`config.mk`:
```
export PLATFORM = sky130hd
export DESIGN_NAME = dlp_src_flat
export DESIGN_NICKNAME = d
export VERILOG_FILES = /design/src/dlp_pkg.sv /design/src/dlp_link_if.sv /design/src/dlp_fifo.sv /design/src/dlp_src.sv /design/src/flat_wrapper.sv
export SDC_FILE = /design/constraint.sdc
export NUM_CORES = 1
export LEC_CHECK = 0
export ABC_AREA = 1
export BUFFER_PORTS_ARGS = -buffer_cell sky130_fd_sc_hd__buf_2
export CAP_MARGIN = 20
export CORE_MARGIN = 4
export CORE_UTILIZATION = 45
export DETAILED_ROUTE_END_ITERATION = 8
export PLACE_DENSITY_LB_ADDON = 0.25
export SKIP_CTS_REPAIR_TIMING = 1
export SLEW_MARGIN = 20
export SYNTH_ARGS = -nofsm -noshare
export SYNTH_HDL_FRONTEND = slang
export SYNTH_SLANG_ARGS = --single-unit
```
`constraint.sdc`:
```
create_clock -name clk_i -period 3 [get_ports clk_i]
set_input_delay 0 -clock clk_i [delete_from_list [all_inputs] [get_ports clk_i]]
set_output_delay 0 -clock clk_i [all_outputs]
set_load 0.05 [all_outputs]
```
`src/dlp_pkg.sv`:
```
//==========================================================================
// Purpose: Shared constants, types and lane packing for the dual-channel
//          pixel link between a video source and a 1920x1080 panel.
// Assumes: Lanes are shown deserialized, one 7-bit word per link clock.
// Notes:   Odd channel carries pixels 1,3,5..; even carries 2,4,6..
//
// Operation
// - Active image 1920 pixels by 1080 lines
// - First channel odd pixels, second even
// - Source latches parallel pixels on falling edge
// - Odd and even clocks share identical timing
// - Colours 8 bits, bit 7 most significant
// - Display flag rides odd channel lane 2
// - Four data lanes plus clock per channel
// - Supply off: all link lines held low
// - Clock spread within plus or minus 3%
// - Spread modulation at most 200 kHz
// - Line and frame position from flag only
//==========================================================================
package dlp_pkg;

   //=======================================================================
   // Geometry and timing
   localparam int H_ACTIVE_PX  = 1920;
   localparam int V_ACTIVE     = 1080;
   localparam int PAIRS        = H_ACTIVE_PX / 2;
   localparam int H_BLANK_TYP  = 100;
   localparam int H_BLANK_MAX  = 1087;
   localparam int V_BLANK_TYP  = 40;
   localparam int CNT_W        = 11;
   localparam int CLK_MHZ      = 125;
   localparam int LINK_DIV     = 2;
   localparam int LINK_MHZ     = CLK_MHZ / LINK_DIV;
   localparam int SPREAD_PCT   = 3;
   localparam int SPREAD_KHZ   = 200;
   localparam int FIFO_DEPTH   = 8;

   //=======================================================================
   // Lane layout
   localparam int COL_W    = 8;
   localparam int LANE_W   = 7;
   localparam int LANES    = 4;
   localparam int LO_BITS  = 6;
   localparam int B_SPLIT  = 2;
   localparam int G_SPLIT  = 1;
   localparam int FLAG_BIT = 3 * LANE_W - 1;

   typedef struct packed {
      logic [COL_W-1:0] r;
      logic [COL_W-1:0] g;
      logic [COL_W-1:0] b;
   } dlp_rgb_t;

   typedef logic [LANES*LANE_W-1:0] dlp_word_t;

   // Lane 3 | lane 2 | lane 1 | lane 0; sync slots on lane 2 stay zero
   function automatic dlp_word_t dlp_pack(dlp_rgb_t p, logic flag);
      return {1'h0, p.b[COL_W-1:LO_BITS], p.g[COL_W-1:LO_BITS],
              p.r[COL_W-1:LO_BITS],
              flag, 2'h0, p.b[LO_BITS-1:B_SPLIT],
              p.b[B_SPLIT-1:0], p.g[LO_BITS-1:G_SPLIT],
              p.g[G_SPLIT-1:0], p.r[LO_BITS-1:0]};
   endfunction : dlp_pack

   function automatic dlp_rgb_t dlp_unpack(dlp_word_t w);
      dlp_rgb_t p;
      {p.b[COL_W-1:LO_BITS], p.g[COL_W-1:LO_BITS], p.r[COL_W-1:LO_BITS],
       p.b[LO_BITS-1:B_SPLIT], p.b[B_SPLIT-1:0], p.g[LO_BITS-1:G_SPLIT],
       p.g[G_SPLIT-1:0], p.r[LO_BITS-1:0]} =
         {w[LANES*LANE_W-2:FLAG_BIT+1], w[FLAG_BIT-3:0]};
      return p;
   endfunction : dlp_unpack

endpackage : dlp_pkg

```
`src/dlp_link_if.sv`:
```
//==========================================================================
// Purpose: The two pixel channels as seen between source and panel.
// Assumes: Each lane word is the deserialized 7 bits of one link clock.
// Notes:   No clocking block; both clocks are driven by the source.
//==========================================================================
interface dlp_link_if;
   import dlp_pkg::*;

   logic [LANE_W-1:0] odd_lane_0;
   logic [LANE_W-1:0] odd_lane_1;
   logic [LANE_W-1:0] odd_lane_2;
   logic [LANE_W-1:0] odd_lane_3;
   logic [LANE_W-1:0] even_lane_0;
   logic [LANE_W-1:0] even_lane_1;
   logic [LANE_W-1:0] even_lane_2;
   logic [LANE_W-1:0] even_lane_3;
   logic              odd_lane_clock;
   logic              even_lane_clock;

   modport src (
      output odd_lane_0, odd_lane_1, odd_lane_2, odd_lane_3,
      output even_lane_0, even_lane_1, even_lane_2, even_lane_3,
      output odd_lane_clock, even_lane_clock
   );

   modport sink (
      input odd_lane_0, odd_lane_1, odd_lane_2, odd_lane_3,
      input even_lane_0, even_lane_1, even_lane_2, even_lane_3,
      input odd_lane_clock, even_lane_clock
   );
endinterface : dlp_link_if

```
`src/dlp_fifo.sv`:
```
//==========================================================================
// Purpose: Small synchronous FIFO for pixel pairs ahead of the link.
// Assumes: One clock; push and pop may occur in the same cycle.
// Notes:   in_ready_o and out_valid_o are registered flags.
//==========================================================================
module dlp_fifo
   import dlp_pkg::*;
#(
   parameter int W     = 48,
   parameter int DEPTH = FIFO_DEPTH
) (
   input  wire logic         clk_i,
   input  wire logic         rst_n_i,
   input  wire logic         in_valid_i,
   input  wire logic [W-1:0] in_data_i,
   output logic              in_ready_o,
   output logic              out_valid_o,
   output logic [W-1:0]      out_data_o,
   input  wire logic         out_ready_i
);
   localparam int AW = $clog2(DEPTH);
   localparam int CW = $clog2(DEPTH + 1);

   typedef struct packed {
      logic [AW-1:0] wr;
      logic [AW-1:0] rd;
      logic [CW-1:0] cnt;
      logic          ready;
      logic          valid;
   } dlp_fifo_st_t;

   dlp_fifo_st_t   s_reg;
   dlp_fifo_st_t   s_next;
   logic [W-1:0]   mem [DEPTH];
   logic           push;
   logic           pop;

   assign push        = in_valid_i && s_reg.ready;
   assign pop         = out_ready_i && s_reg.valid;
   assign in_ready_o  = s_reg.ready;
   assign out_valid_o = s_reg.valid;
   assign out_data_o  = mem[s_reg.rd];

   //=======================================================================
   // Pointer and flag update
   always_comb begin
      s_next = s_reg;
      if (push) begin
         s_next.wr = (int'(s_reg.wr) == DEPTH - 1) ? '0 : s_reg.wr + 1'b1;
      end
      if (pop) begin
         s_next.rd = (int'(s_reg.rd) == DEPTH - 1) ? '0 : s_reg.rd + 1'b1;
      end
      s_next.cnt   = s_reg.cnt + CW'(push) - CW'(pop);
      s_next.ready = int'(s_next.cnt) != DEPTH;
      s_next.valid = s_next.cnt != '0;
   end

   always_ff @(posedge clk_i or negedge rst_n_i) begin
      if (!rst_n_i) begin
         s_reg <= '{wr: '0, rd: '0, cnt: '0, ready: 1'b1, valid: 1'b0};
      end else begin
         s_reg <= s_next;
      end
   end

   // Storage needs no reset; valid guards every read
   always_ff @(posedge clk_i) begin
      if (push) begin
         mem[s_reg.wr] <= in_data_i;
      end
   end
endmodule : dlp_fifo

```
`src/dlp_src.sv`:
```
//==========================================================================
// Purpose: Video source end: paces pixel pairs from a FIFO onto the two
//          channels with the display flag and a divided link clock.
// Assumes: panel_on_i is asynchronous; clk_i runs at CLK_MHZ.
// Notes:   Link clock is clk_i divided by two, no spreading applied.
//==========================================================================
module dlp_src
   import dlp_pkg::*;
#(
   parameter int H_BLANK = H_BLANK_TYP,
   parameter int V_BLANK = V_BLANK_TYP
) (
   input  wire logic     clk_i,
   input  wire logic     rst_n_i,
   input  wire logic     panel_on_i,
   input  wire logic     pix_valid_i,
   input  wire dlp_rgb_t pix_odd_i,
   input  wire dlp_rgb_t pix_even_i,
   output logic          pix_ready_o,
   output logic          underrun_o,
   output logic          frame_done_o,
   dlp_link_if.src       link
);
   localparam int H_TOTAL = PAIRS + H_BLANK;
   localparam int V_TOTAL = V_ACTIVE + V_BLANK;

   typedef enum logic {
      S_OFF,
      S_RUN
   } dlp_src_state_t;

   typedef struct packed {
      logic           on_meta;
      logic           on_sync;
      dlp_src_state_t st;
      logic           clk_odd;
      logic           clk_even;
      logic [CNT_W-1:0] h_cnt;
      logic [CNT_W-1:0] v_cnt;
      dlp_word_t      odd_word;
      dlp_word_t      even_word;
      logic           underrun;
      logic           frame_done;
   } dlp_src_st_t;

   dlp_src_st_t s_reg;
   dlp_src_st_t s_next;

   logic          fifo_valid;
   logic [47:0]   fifo_data;
   logic          launch;
   logic          active;
   logic          pop;
   dlp_rgb_t      odd_px;
   dlp_rgb_t      even_px;

   //=======================================================================
   // Pixel pair buffer
   dlp_fifo #(
      .W     (2 * $bits(dlp_rgb_t)),
      .DEPTH (FIFO_DEPTH)
   ) dlp_fifo_i (
      .clk_i       (clk_i),
      .rst_n_i     (rst_n_i),
      .in_valid_i  (pix_valid_i),
      .in_data_i   ({pix_odd_i, pix_even_i}),
      .in_ready_o  (pix_ready_o),
      .out_valid_o (fifo_valid),
      .out_data_o  (fifo_data),
      .out_ready_i (pop)
   );

   assign {odd_px, even_px} = fifo_data;

   //=======================================================================
   // Launch point and window
   // Words change only when the link clock falls, so the panel sees them
   // settled for half a period before its rising sample
   assign launch = (s_reg.st == S_RUN) && s_reg.clk_odd;
   assign active = (int'(s_reg.v_cnt) < V_ACTIVE)
                && (int'(s_reg.h_cnt) < PAIRS);
   assign pop    = launch && active && fifo_valid;

   //=======================================================================
   // Next state
   always_comb begin
      s_next            = s_reg;
      s_next.on_meta    = panel_on_i;
      s_next.on_sync    = s_reg.on_meta;
      s_next.underrun   = 1'b0;
      s_next.frame_done = 1'b0;
      case (s_reg.st)
         S_OFF: begin
            // Panel unpowered: every lane and clock held low
            s_next.clk_odd   = 1'b0;
            s_next.clk_even  = 1'b0;
            s_next.odd_word  = '0;
            s_next.even_word = '0;
            s_next.h_cnt     = '0;
            s_next.v_cnt     = '0;
            if (s_reg.on_sync) begin
               s_next.st = S_RUN;
            end
         end
         S_RUN: begin
            // Fixed divide: zero deviation, zero modulation
            s_next.clk_odd  = ~s_reg.clk_odd;
            s_next.clk_even = ~s_reg.clk_odd;
            if (launch) begin
               if (active) begin
                  // Pair k: odd pixel 2k-1, even pixel 2k
                  if (fifo_valid) begin
                     s_next.odd_word  = dlp_pack(odd_px, 1'b1);
                     s_next.even_word = dlp_pack(even_px, 1'b0);
                  end else begin
                     // Starved: black pair keeps line length intact
                     s_next.odd_word  = dlp_pack('0, 1'b1);
                     s_next.even_word = dlp_pack('0, 1'b0);
                     s_next.underrun  = 1'b1;
                  end
               end else begin
                  s_next.odd_word  = dlp_pack('0, 1'b0);
                  s_next.even_word = dlp_pack('0, 1'b0);
               end
               if (int'(s_reg.h_cnt) == H_TOTAL - 1) begin
                  s_next.h_cnt = '0;
                  if (int'(s_reg.v_cnt) == V_TOTAL - 1) begin
                     s_next.v_cnt      = '0;
                     s_next.frame_done = 1'b1;
                  end else begin
                     s_next.v_cnt = s_reg.v_cnt + 1'b1;
                  end
               end else begin
                  s_next.h_cnt = s_reg.h_cnt + 1'b1;
               end
            end
            // Power loss drops the link at once, mid-frame if need be
            if (!s_reg.on_sync) begin
               s_next.st        = S_OFF;
               s_next.clk_odd   = 1'b0;
               s_next.clk_even  = 1'b0;
               s_next.odd_word  = '0;
               s_next.even_word = '0;
            end
         end
         default: begin
            s_next.st = S_OFF;
         end
      endcase
   end

   //=======================================================================
   // State register
   always_ff @(posedge clk_i or negedge rst_n_i) begin
      if (!rst_n_i) begin
         s_reg <= '{on_meta: 1'b0, on_sync: 1'b0, st: S_OFF,
                    clk_odd: 1'b0, clk_even: 1'b0,
                    h_cnt: '0, v_cnt: '0,
                    odd_word: '0, even_word: '0,
                    underrun: 1'b0, frame_done: 1'b0};
      end else begin
         s_reg <= s_next;
      end
   end

   //=======================================================================
   // Lane outputs, four data lanes plus clock per channel
   assign {link.odd_lane_3, link.odd_lane_2,
           link.odd_lane_1, link.odd_lane_0}   = s_reg.odd_word;
   assign {link.even_lane_3, link.even_lane_2,
           link.even_lane_1, link.even_lane_0} = s_reg.even_word;
   assign link.odd_lane_clock  = s_reg.clk_odd;
   assign link.even_lane_clock = s_reg.clk_even;
   assign underrun_o           = s_reg.underrun;
   assign frame_done_o         = s_reg.frame_done;

endmodule : dlp_src

```
`src/flat_wrapper.sv`:
```
// flat-port wrapper written by rule: the top's interface ports become plain ports
module dlp_src_flat import dlp_pkg::*;
#(
   parameter int H_BLANK = H_BLANK_TYP,
   parameter int V_BLANK = V_BLANK_TYP
)
  (clk_i, rst_n_i, panel_on_i, pix_valid_i, pix_odd_i, pix_even_i, pix_ready_o, underrun_o, frame_done_o, link_odd_lane_0, link_odd_lane_1, link_odd_lane_2, link_odd_lane_3, link_even_lane_0, link_even_lane_1, link_even_lane_2, link_even_lane_3, link_odd_lane_clock, link_even_lane_clock);
  dlp_link_if link_i ();
  input  wire logic clk_i;
  input  wire logic rst_n_i;
  input  wire logic panel_on_i;
  input  wire logic pix_valid_i;
  input  wire dlp_rgb_t pix_odd_i;
  input  wire dlp_rgb_t pix_even_i;
  output logic pix_ready_o;
  output logic underrun_o;
  output logic frame_done_o;
  output wire logic [$bits(link_i.odd_lane_0)-1:0] link_odd_lane_0;
  output wire logic [$bits(link_i.odd_lane_1)-1:0] link_odd_lane_1;
  output wire logic [$bits(link_i.odd_lane_2)-1:0] link_odd_lane_2;
  output wire logic [$bits(link_i.odd_lane_3)-1:0] link_odd_lane_3;
  output wire logic [$bits(link_i.even_lane_0)-1:0] link_even_lane_0;
  output wire logic [$bits(link_i.even_lane_1)-1:0] link_even_lane_1;
  output wire logic [$bits(link_i.even_lane_2)-1:0] link_even_lane_2;
  output wire logic [$bits(link_i.even_lane_3)-1:0] link_even_lane_3;
  output wire logic [$bits(link_i.odd_lane_clock)-1:0] link_odd_lane_clock;
  output wire logic [$bits(link_i.even_lane_clock)-1:0] link_even_lane_clock;
  assign link_odd_lane_0 = link_i.odd_lane_0;
  assign link_odd_lane_1 = link_i.odd_lane_1;
  assign link_odd_lane_2 = link_i.odd_lane_2;
  assign link_odd_lane_3 = link_i.odd_lane_3;
  assign link_even_lane_0 = link_i.even_lane_0;
  assign link_even_lane_1 = link_i.even_lane_1;
  assign link_even_lane_2 = link_i.even_lane_2;
  assign link_even_lane_3 = link_i.even_lane_3;
  assign link_odd_lane_clock = link_i.odd_lane_clock;
  assign link_even_lane_clock = link_i.even_lane_clock;
  dlp_src #(.H_BLANK(H_BLANK), .V_BLANK(V_BLANK)) u_core (.clk_i(clk_i), .rst_n_i(rst_n_i), .panel_on_i(panel_on_i), .pix_valid_i(pix_valid_i), .pix_odd_i(pix_odd_i), .pix_even_i(pix_even_i), .pix_ready_o(pix_ready_o), .underrun_o(underrun_o), .frame_done_o(frame_done_o), .link(link_i));
endmodule
```
Word-level counts from Yosys, hierarchy flattened
Memory sizes are Yosys's and may differ from the RTL's. Index checks and enable logic that the tools add are counted.

Register bits after elaboration: 97. Memories kept: 1. Word-level logic and storage cells: 62. Memory bits (writable): 384. Output and inout port bits: 61.

Memory list: u_core.dlp_fifo_i.mem (words 8, bits a word 48, read ports 1, clocked after Yosys merged registers in 0, wr ports 1, RTL line dlp_fifo.sv:34) `logic [W-1:0] mem [DEPTH];`.

Add/subtract/negate cells: 6. Multiplexer cells: 19. Bitwise logic cells: 2. Order comparisons: 2. Reduce and logical (&&, ||, !) cells: 8. Equal/unequal tests: 8.

Operators by type and width (number): 81-bit case mux with 2 select lines (1); 55-bit 2-to-1 mux (2); 80-bit 2-to-1 mux (1); 56-bit 2-to-1 mux (1); 11-bit 2-to-1 mux (3); 11-bit by 1-bit adder with 11-bit output, second input constant (2); 11-bit == test, second input constant (2); 11-bit by 10-bit < comparator with 1-bit output, second input constant (1); 11-bit < comparator, second input constant (1); 3-bit 2-to-1 mux (3); 1-bit 2-to-1 mux (7); 3-bit by 1-bit adder with 3-bit output, second input constant (2); 3-bit by 1-bit == test with 1-bit output, second input constant (2); 1-bit logical AND (6); 4-bit by 1-bit adder with 4-bit output (1); 2-bit != test, second input constant (2); 4-bit != test, second input constant (1); 4-bit nonzero test (1); 4-bit by 1-bit subtractor with 4-bit output (1); 3-bit != test, second input constant (1); 2-bit 2-to-1 mux (1); 1-bit NOT (2); 2-bit AND reduction (1).

Longest topological paths before layout
Gate-level depths: netlist of the first run.

Depth after elaboration: 7. Gate-level depth with buffers: 15.

Cells and area by module
A second synthesis of the first run with hierarchy kept.

Cells, all modules: 2215. Area, all modules: 21338.0 um^2.

Modules (own cells, without submodules): dlp_fifo (times used 1, seq. area each 11832.6 um^2, cells an instance 1741, area an instance 17434.2 um^2); dlp_src (times used 1, seq. area each 1926.8 um^2, cells an instance 474, area an instance 3903.7 um^2).

Least setup slack after synthesis of the first run
No wires, ideal clock.

Path type: reg2reg. From: reg u_core.dlp_fifo_i.s_reg (netlist bit u_core.dlp_fifo_i.in_ready_o). To: mem u_core.dlp_fifo_i.mem[1][0], enable pin. Cell stages (with the launch flop): 5. Data required time: 2.547 ns. Arrival: 3.050 ns. Library setup time: 0.453 ns. Buffers on the path: 0. Setup slack: -0.503 ns. Cells stage by stage: dfstp_2 > nand2_1 > nor2_1 > inv_1 > nor2_1.

Cells in the longest elaborated chain, start to end: 3.

Ends and longest elaborated chain: from (decl) (RTL line dlp_fifo.sv:32) `dlp_fifo_st_t s_reg;`; from (signal assigned) (RTL line dlp_fifo.sv:61) `s_reg <= '{wr: '0, rd: '0, cnt: '0, ready: 1'b1, valid: 1'b0};`; from (signal assigned) (RTL line dlp_fifo.sv:63) `s_reg <= s_next;`; 1-bit logical AND (RTL line dlp_fifo.sv:38) `assign push = in_valid_i && s_reg.ready;`; 1-bit 2-to-1 mux (RTL line dlp_fifo.sv:69) `if (push) begin`; 1-bit 2-to-1 mux (implied by the code) (RTL line dlp_fifo.sv:70) `mem[s_reg.wr] <= in_data_i;`; to (decl) (RTL line dlp_fifo.sv:34).

Every way passes these cells.

==> flow_summary_export.csv, run 1 <==
group,metric,value,unit
setup_path,crit_required,3.45,ns
worst_hold_path,hold_path.class,"in2async",
logic_synthesis,syn-cell-area,0.0196,mm^2
logic_synthesis,synth_edf_count,384,
timing,worst_slack,0.366,ns
placed_design,pre_cts_slack,0.390,ns
setup_path,setup.worst_path.class,"reg2reg",
timing,fmax,0.380,GHz
timing,tightest_slew,0.896,ns
layout,largest_reg_flops,384,
timing,hold_viol,0,
logic_synthesis,synth.distinct_cells,31,
logic_synthesis,avgSynthCellArea,11.1,um^2
floorplanning,dieWidth,217,um
setup_path,slowest_stage,"fa_1",
clocking,worstSkewPairLatency,0.58,ns
detailed_routing,dr_wl_met2,21800,um
outcome,status,"completed",
clocking,cts_buffers,47,
detailed_routing,dr.first_iter.drc_count,1278,
logic_synthesis,synth-main-ff-cell,"edfxtp_1",
logic_synthesis,synth_area_leaders,"edfxtp_1 59%, nand2_1 12%, dfrtp_1 11%",
logic_synthesis,synth_seq_cells,473,
setup_path,end_kind,"flop",
setup_path,r2r_cells,13,
layout,finalNetCount,1930,
layout,final_area,0.0225,mm^2
pwr,peakVddDrop,753,uV
timing,slew_headroom,40.3,%
logic_synthesis,yosys.area.top_type,"edfxtp_1",
detailed_routing,routedWlPerCell,18.1,um
logic_synthesis,syn_inst,1769,
clocking,cts_sinks,473,
detailed_routing,vias,12800,
global_routing,grt_max_degree,196,
timing,rsz0062_at_grt,"no",
setup_path,critPathLaunchType,"flop",
setup_path,worst-path-stages,13,
job,cap_violations,0,
clocking,clkSlewWorstSetupHoldPaths,0.06,ns
timing,fin_skew,0.0240,ns
timing,drv_slew,0,
logic_synthesis,synth-async-reset-ratio,18.8,%
setup_path,reg2reg_slack,0.37,ns
global_routing,gr-usage-all-layers,19.2,%
detailed_routing,wl_met3,2770,um
logic_synthesis,yosysWarningCount,0,
floorplanning,start_util,45.5,%
logic_synthesis,yosysMostFrequentCell,"nand2_1",
pwr,p_per_area,828,mW/mm^2
setup_path,path_max_fanout,6,
layout,layout-drive-gt1-share,12.2,%
global_routing,antenna_found_initial,5,
placed_design,place_area,0.0205,mm^2
setup_path,path_cells,"nand2_1 -> o21ai_0 -> nand2_1 -> nand4_4 -> inv_2 -> ha_1 -> inv_1 -> ha_1 -> inv_1 -> fa_1 -> inv_1 -> nor3_1 -> nand2_1",
layout,final_cells,2495,
placed_design,gp_congestion,0.802,
timing,layout_worst_path_cycle_share,87.8,%
detailed_routing,first_pass_iters,6,
layout,area_growth,15.0,%
timing,min_period,2.63,ns
logic_synthesis,yosys-top-cells-count,"631 x nand2_1, 384 x edfxtp_1, 298 x nand3_1, 88 x dfrtp_1, 67 x nor2_1",
placed_design,port_buffers,105,
clocking,tritoncts,"done",
floorplanning,die_h,217,um
floorplanning,fp.dieArea,0.0469,mm^2
setup_path,cp.arrival,3.09,ns
clocking,clockRootBuffer,"clkbuf_16",
detailed_routing,viasPerCell,5.12,
global_routing,grt_pass1_vias,12300,
timing,final-setup-viol-count,0,
detailed_routing,drc,0,
placed_design,place_inst,2352,
detailed_routing,met1_length,19800,um
setup_path,cpLargestDelayFamily,"adder cells",
floorplanning,core,0.0431,mm^2
detailed_routing,finalWirelength,45200,um
setup_path,worst-path-buf-inv,4,
setup_path,cpPeakStageDelay,0.48,ns
pwr,p_leak,8.94,nW
floorplanning,num_io_pins,113,
clocking,htree_levels,2,
placed_design,hpwl,23900,um
global_routing,grt_pass1_wl,70300,um
floorplanning,rows,76,
global_routing,overflow,0,
detailed_routing,ant_nets,0,
logic_synthesis,synth_top_area_share,58.9,%
logic_synthesis,ys_seq_area_share,70.2,%
clocking,clock_path_buffers,3,
detailed_routing,dr.max_layer_used,"met5",
[final cells by class]
type,instances,area (um^2)
fill,3720,20600
sequential,473,13800
multi-input combinational,1110,4920
timing repair buffer,193,1430
clock buffer,64,1300
tap,585,732
clock inverter,23,201
inverter,42,164
antenna,5,12.5
[per-stage QoR]
step           hold WS (ns)  total power [mW]  setup TNS, ns  util, %
2_1_floorplan        -0.296              11.6        -192.53        -
3_3_place_gp          0.112              13.0              0     47.6
3_5_place_dp          0.121              13.1              0     47.6
4_1_cts              -0.511              18.8              0     51.1
5_1_grt              0.0859              19.8              0     52.3
6_report             0.0362              18.7              0     52.3
[cells in the final DEF (no fill, tap or decap), types with 3 or more instances in the layout]
cell | netlist | layout
nand2_1 | 631 | 631
edfxtp_1 | 384 | 384
nand3_1 | 298 | 298
buf_2 | 51 | 104
dfrtp_1 | 88 | 85
nor2_1 | 67 | 58
dlygate4sd3_1 | 0 | 51
clkbuf_16 | 0 | 48
inv_1 | 38 | 37
o21ai_0 | 33 | 33
buf_4 | 60 | 29
o21ai_1 | 21 | 21
clkbuf_1 | 31 | 12
nor2_4 | 1 | 11
ha_1 | 10 | 10
clkinv_1 | 1 | 9
clkinv_2 | 0 | 9
nand4_1 | 9 | 9
buf_12 | 0 | 9
nor3_1 | 7 | 7
conb_1 | 1 | 7
xor2_1 | 6 | 6
a21oi_1 | 6 | 6
diode_2 | 0 | 5
clkbuf_8 | 0 | 4
inv_6 | 0 | 3
bufinv_16 | 0 | 3
[where the power goes]
part           internal, mW  total, mW  switching [mW]
clock network          3.30       5.72            2.42
logic                  1.41       4.79            3.38
registers              7.94       8.14           0.203
total                  12.7       18.7            6.00
[metal layers]
layer	GRT usage [%]	vias up
met3	4.05	64
met4	5.23	2
li1	-	6188
met2	31.8	374
met5	0	-
met1	25.8	6144
[path summary, 6_finish.rpt]
kind	from	end
hold / removal	rst_n_i	u_core.link.odd_lane_0[3]
setup reg to reg	u_core.s_reg[62]	u_core.dlp_fifo_i.out_valid_o
max in group asynchronous	rst_n_i	u_core.link.even_lane_0[4]
setup / recovery	u_core.s_reg[62]	u_core.dlp_fifo_i.out_valid_o
hold reg to reg	u_core.s_next[83]	u_core.s_reg[83]
min in group clk_i	panel_on_i	u_core.s_next[83]
[kinds of logic after synthesis]
kind of cell	after synthesis	synth area share (%)
fa+ha+maj	11	0.741
other cells	1	0.0191
simple gates	1019	21.8
buf+inv	192	5.15
flops	473	70.2
compound gates	65	1.71
xor+xnor	8	0.358
Power figures use the tool's default switching activity.
==> inputs of run 2 (changes only) <==
--- a/config.mk
+++ b/config.mk
@@ -8,6 +8,7 @@
 export ABC_AREA = 1
 export BUFFER_PORTS_ARGS = -buffer_cell sky130_fd_sc_hd__buf_2
 export CAP_MARGIN = 20
+export CORE_ASPECT_RATIO = 0.5
 export CORE_MARGIN = 4
 export CORE_UTILIZATION = 45
 export DETAILED_ROUTE_END_ITERATION = 8
==> run 2 against run 1 <==
Compared with the run above:
- wire length down 1.8%
- worst hold slack gained 0.024 ns
- cell count shrank 0.92%
- global-route usage decreased by 0.24 points
- via count decreased by 0.49%
- critical path type unchanged
- first-iteration DRC count decreased by 13%
- die area is 0.43% higher
- sequential share of layout area grew 0.44 points
- sequential power increased by 1%
- setup slack improved by 0.090 ns
==> flow_summary_export.csv, run 2 (synthesis results as in run 1) <==
group,metric,value,unit
outcome,status,"completed",
worst_hold_path,hold_path.class,"in2async",
timing,rsz0062_at_grt,"no",
global_routing,antenna_found_initial,1,
timing,worst_slack,0.456,ns
detailed_routing,drc,0,
detailed_routing,first_pass_iters,5,
layout,layout_common_cells,"631 x nand2_1, 384 x edfxtp_1, 298 x nand3_1",
timing,final-setup-viol-count,0,
timing,fmax,0.393,GHz
detailed_routing,dr.first_iter.drc_count,1113,
global_routing,gr-usage-all-layers,18.9,%
timing,hold_viol,0,
timing,min_period,2.54,ns
detailed_routing,finalWirelength,44400,um
floorplanning,num_io_pins,113,
pwr,power.share.clock,29.2,%
clocking,cts_buffers,43,
floorplanning,die_h,156,um
global_routing,grt_pass1_wl,69300,um
floorplanning,core,0.0425,mm^2
global_routing,grt_pass1_vias,12200,
clocking,clock_path_buffers,3,
layout,largest_reg_flops,384,
floorplanning,start_util,46.1,%
floorplanning,rows,53,
global_routing,grt_max_degree,146,
global_routing,overflow,0,
pwr,p_per_area,817,mW/mm^2
layout,layout-drive-gt1-share,11.7,%
timing,slew_headroom,39.9,%
setup_path,crit_required,3.44,ns
clocking,clockRootBuffer,"clkbuf_16",
layout,n_fill_cell,3633,
layout,area_growth,14.2,%
clocking,htree_levels,2,
setup_path,path_max_fanout,7,
floorplanning,dieWidth,303,um
layout,final_util,52.6,%
detailed_routing,vias,12700,
layout,final_area,0.0224,mm^2
pwr,combPwrFrac,25.7,%
timing,drv_slew,0,
detailed_routing,routedWlPerCell,17.9,um
placed_design,place_area,0.0205,mm^2
setup_path,end_kind,"flop",
detailed_routing,viasPerCell,5.14,
pwr,p_int,12.3,mW
clocking,tritoncts,"done",
pwr,p_leak,8.85,nW
clocking,cts_sinks,473,
timing,tightest_slew,0.900,ns
job,cap_violations,0,
timing,layout_worst_path_cycle_share,84.8,%
placed_design,gp_congestion,0.807,
placed_design,hpwl,22800,um
setup_path,critPathLaunchType,"flop",
setup_path,cp.arrival,2.98,ns
pwr,pwr-share-seq,45.1,%
placed_design,port_buffers,105,
detailed_routing,ant_nets,0,
placed_design,pre_cts_slack,0.490,ns
pwr,power.switching,5.96,mW
clocking,clkSlewWorstSetupHoldPaths,0.07,ns
setup_path,setup.worst_path.class,"reg2reg",
layout,layout_commonest_cell,"nand2_1",
clocking,worstSkewPairLatency,0.57,ns
floorplanning,fp.dieArea,0.0471,mm^2
pwr,peakVddDrop,598,uV
layout,finalNetCount,1923,
pwr,swShare,32.7,%
timing,fin_skew,0.0223,ns
setup_path,r2r_cells,14,
[run 2: worst paths after layout]
kind / start / end / slack [ns]
worst min register to register: u_core.s_next[83] / u_core.s_reg[83] / 0.36
worst max-delay path: u_core.link.even_lane_clock / u_core.dlp_fifo_i.out_valid_o / 0.46
worst max register to register: u_core.link.even_lane_clock / u_core.dlp_fifo_i.out_valid_o / 0.46
worst min-delay path: rst_n_i / u_core.s_reg[71] / 0.06
max in group asynchronous: rst_n_i / u_core.link.even_lane_3[2] / 2.15
min in group clk_i: panel_on_i / u_core.s_next[83] / 0.10
[run 2: metrics by stage]
stage                     setup TNS (ns)  power [mW]  std cells  hold WS (ns)
final                                  0        18.3       2472        0.0601
after detailed placement               0        13.0       2341         0.115
after floorplan                  -192.53        11.6       1775        -0.296
after global routing                   0        19.3       2472        0.0924
after global placement                 0        13.0       2341         0.116
after CTS                              0        18.4       2420        -0.470
[run 2: per-layer routing]
metal	track usage, %	vias up	part of all wire [%]
met2	31.8	301	49
met4	5.33	0	1.9
met3	3.07	67	4.9
li1	-	6151	-
met5	0	-	0
met1	25.8	6191	45
[run 2: area by class of cell]
cell class / count / area, um^2 / share of cell area (%)
clock buffers: 60 / 1200 / 5.37
flip-flops and latches: 473 / 13800 / 61.6
inverters: 42 / 164 / 0.733
repair buffers: 190 / 1440 / 6.42
diodes: 1 / 2.50 / 0.0112
well taps: 577 / 722 / 3.23
clock inverters: 19 / 160 / 0.716
multi-input cells: 1110 / 4910 / 22.0
[run 2: power groups by stage]
stage	combinational (mW)	sequential, mW	clock [mW]
floorplan	3.35	8.27	0
global placement	4.61	8.36	0
finish	4.69	8.24	5.33
detailed placement	4.67	8.38	0
global route	5.32	8.31	5.72
CTS	4.70	8.24	5.43
[run 2: critical path, cell delays in order (launching register included)]
cell and delay, ns:
dfrtp_1 0.47, nand2_2 0.16, clkinv_1 0.09, nand2_1 0.06
nor2_2 0.14, nand4_4 0.12, inv_2 0.07, ha_1 0.21
inv_1 0.05, ha_1 0.15, inv_1 0.06, fa_1 0.47
inv_1 0.05, nor3_1 0.25, nand2_1 0.08
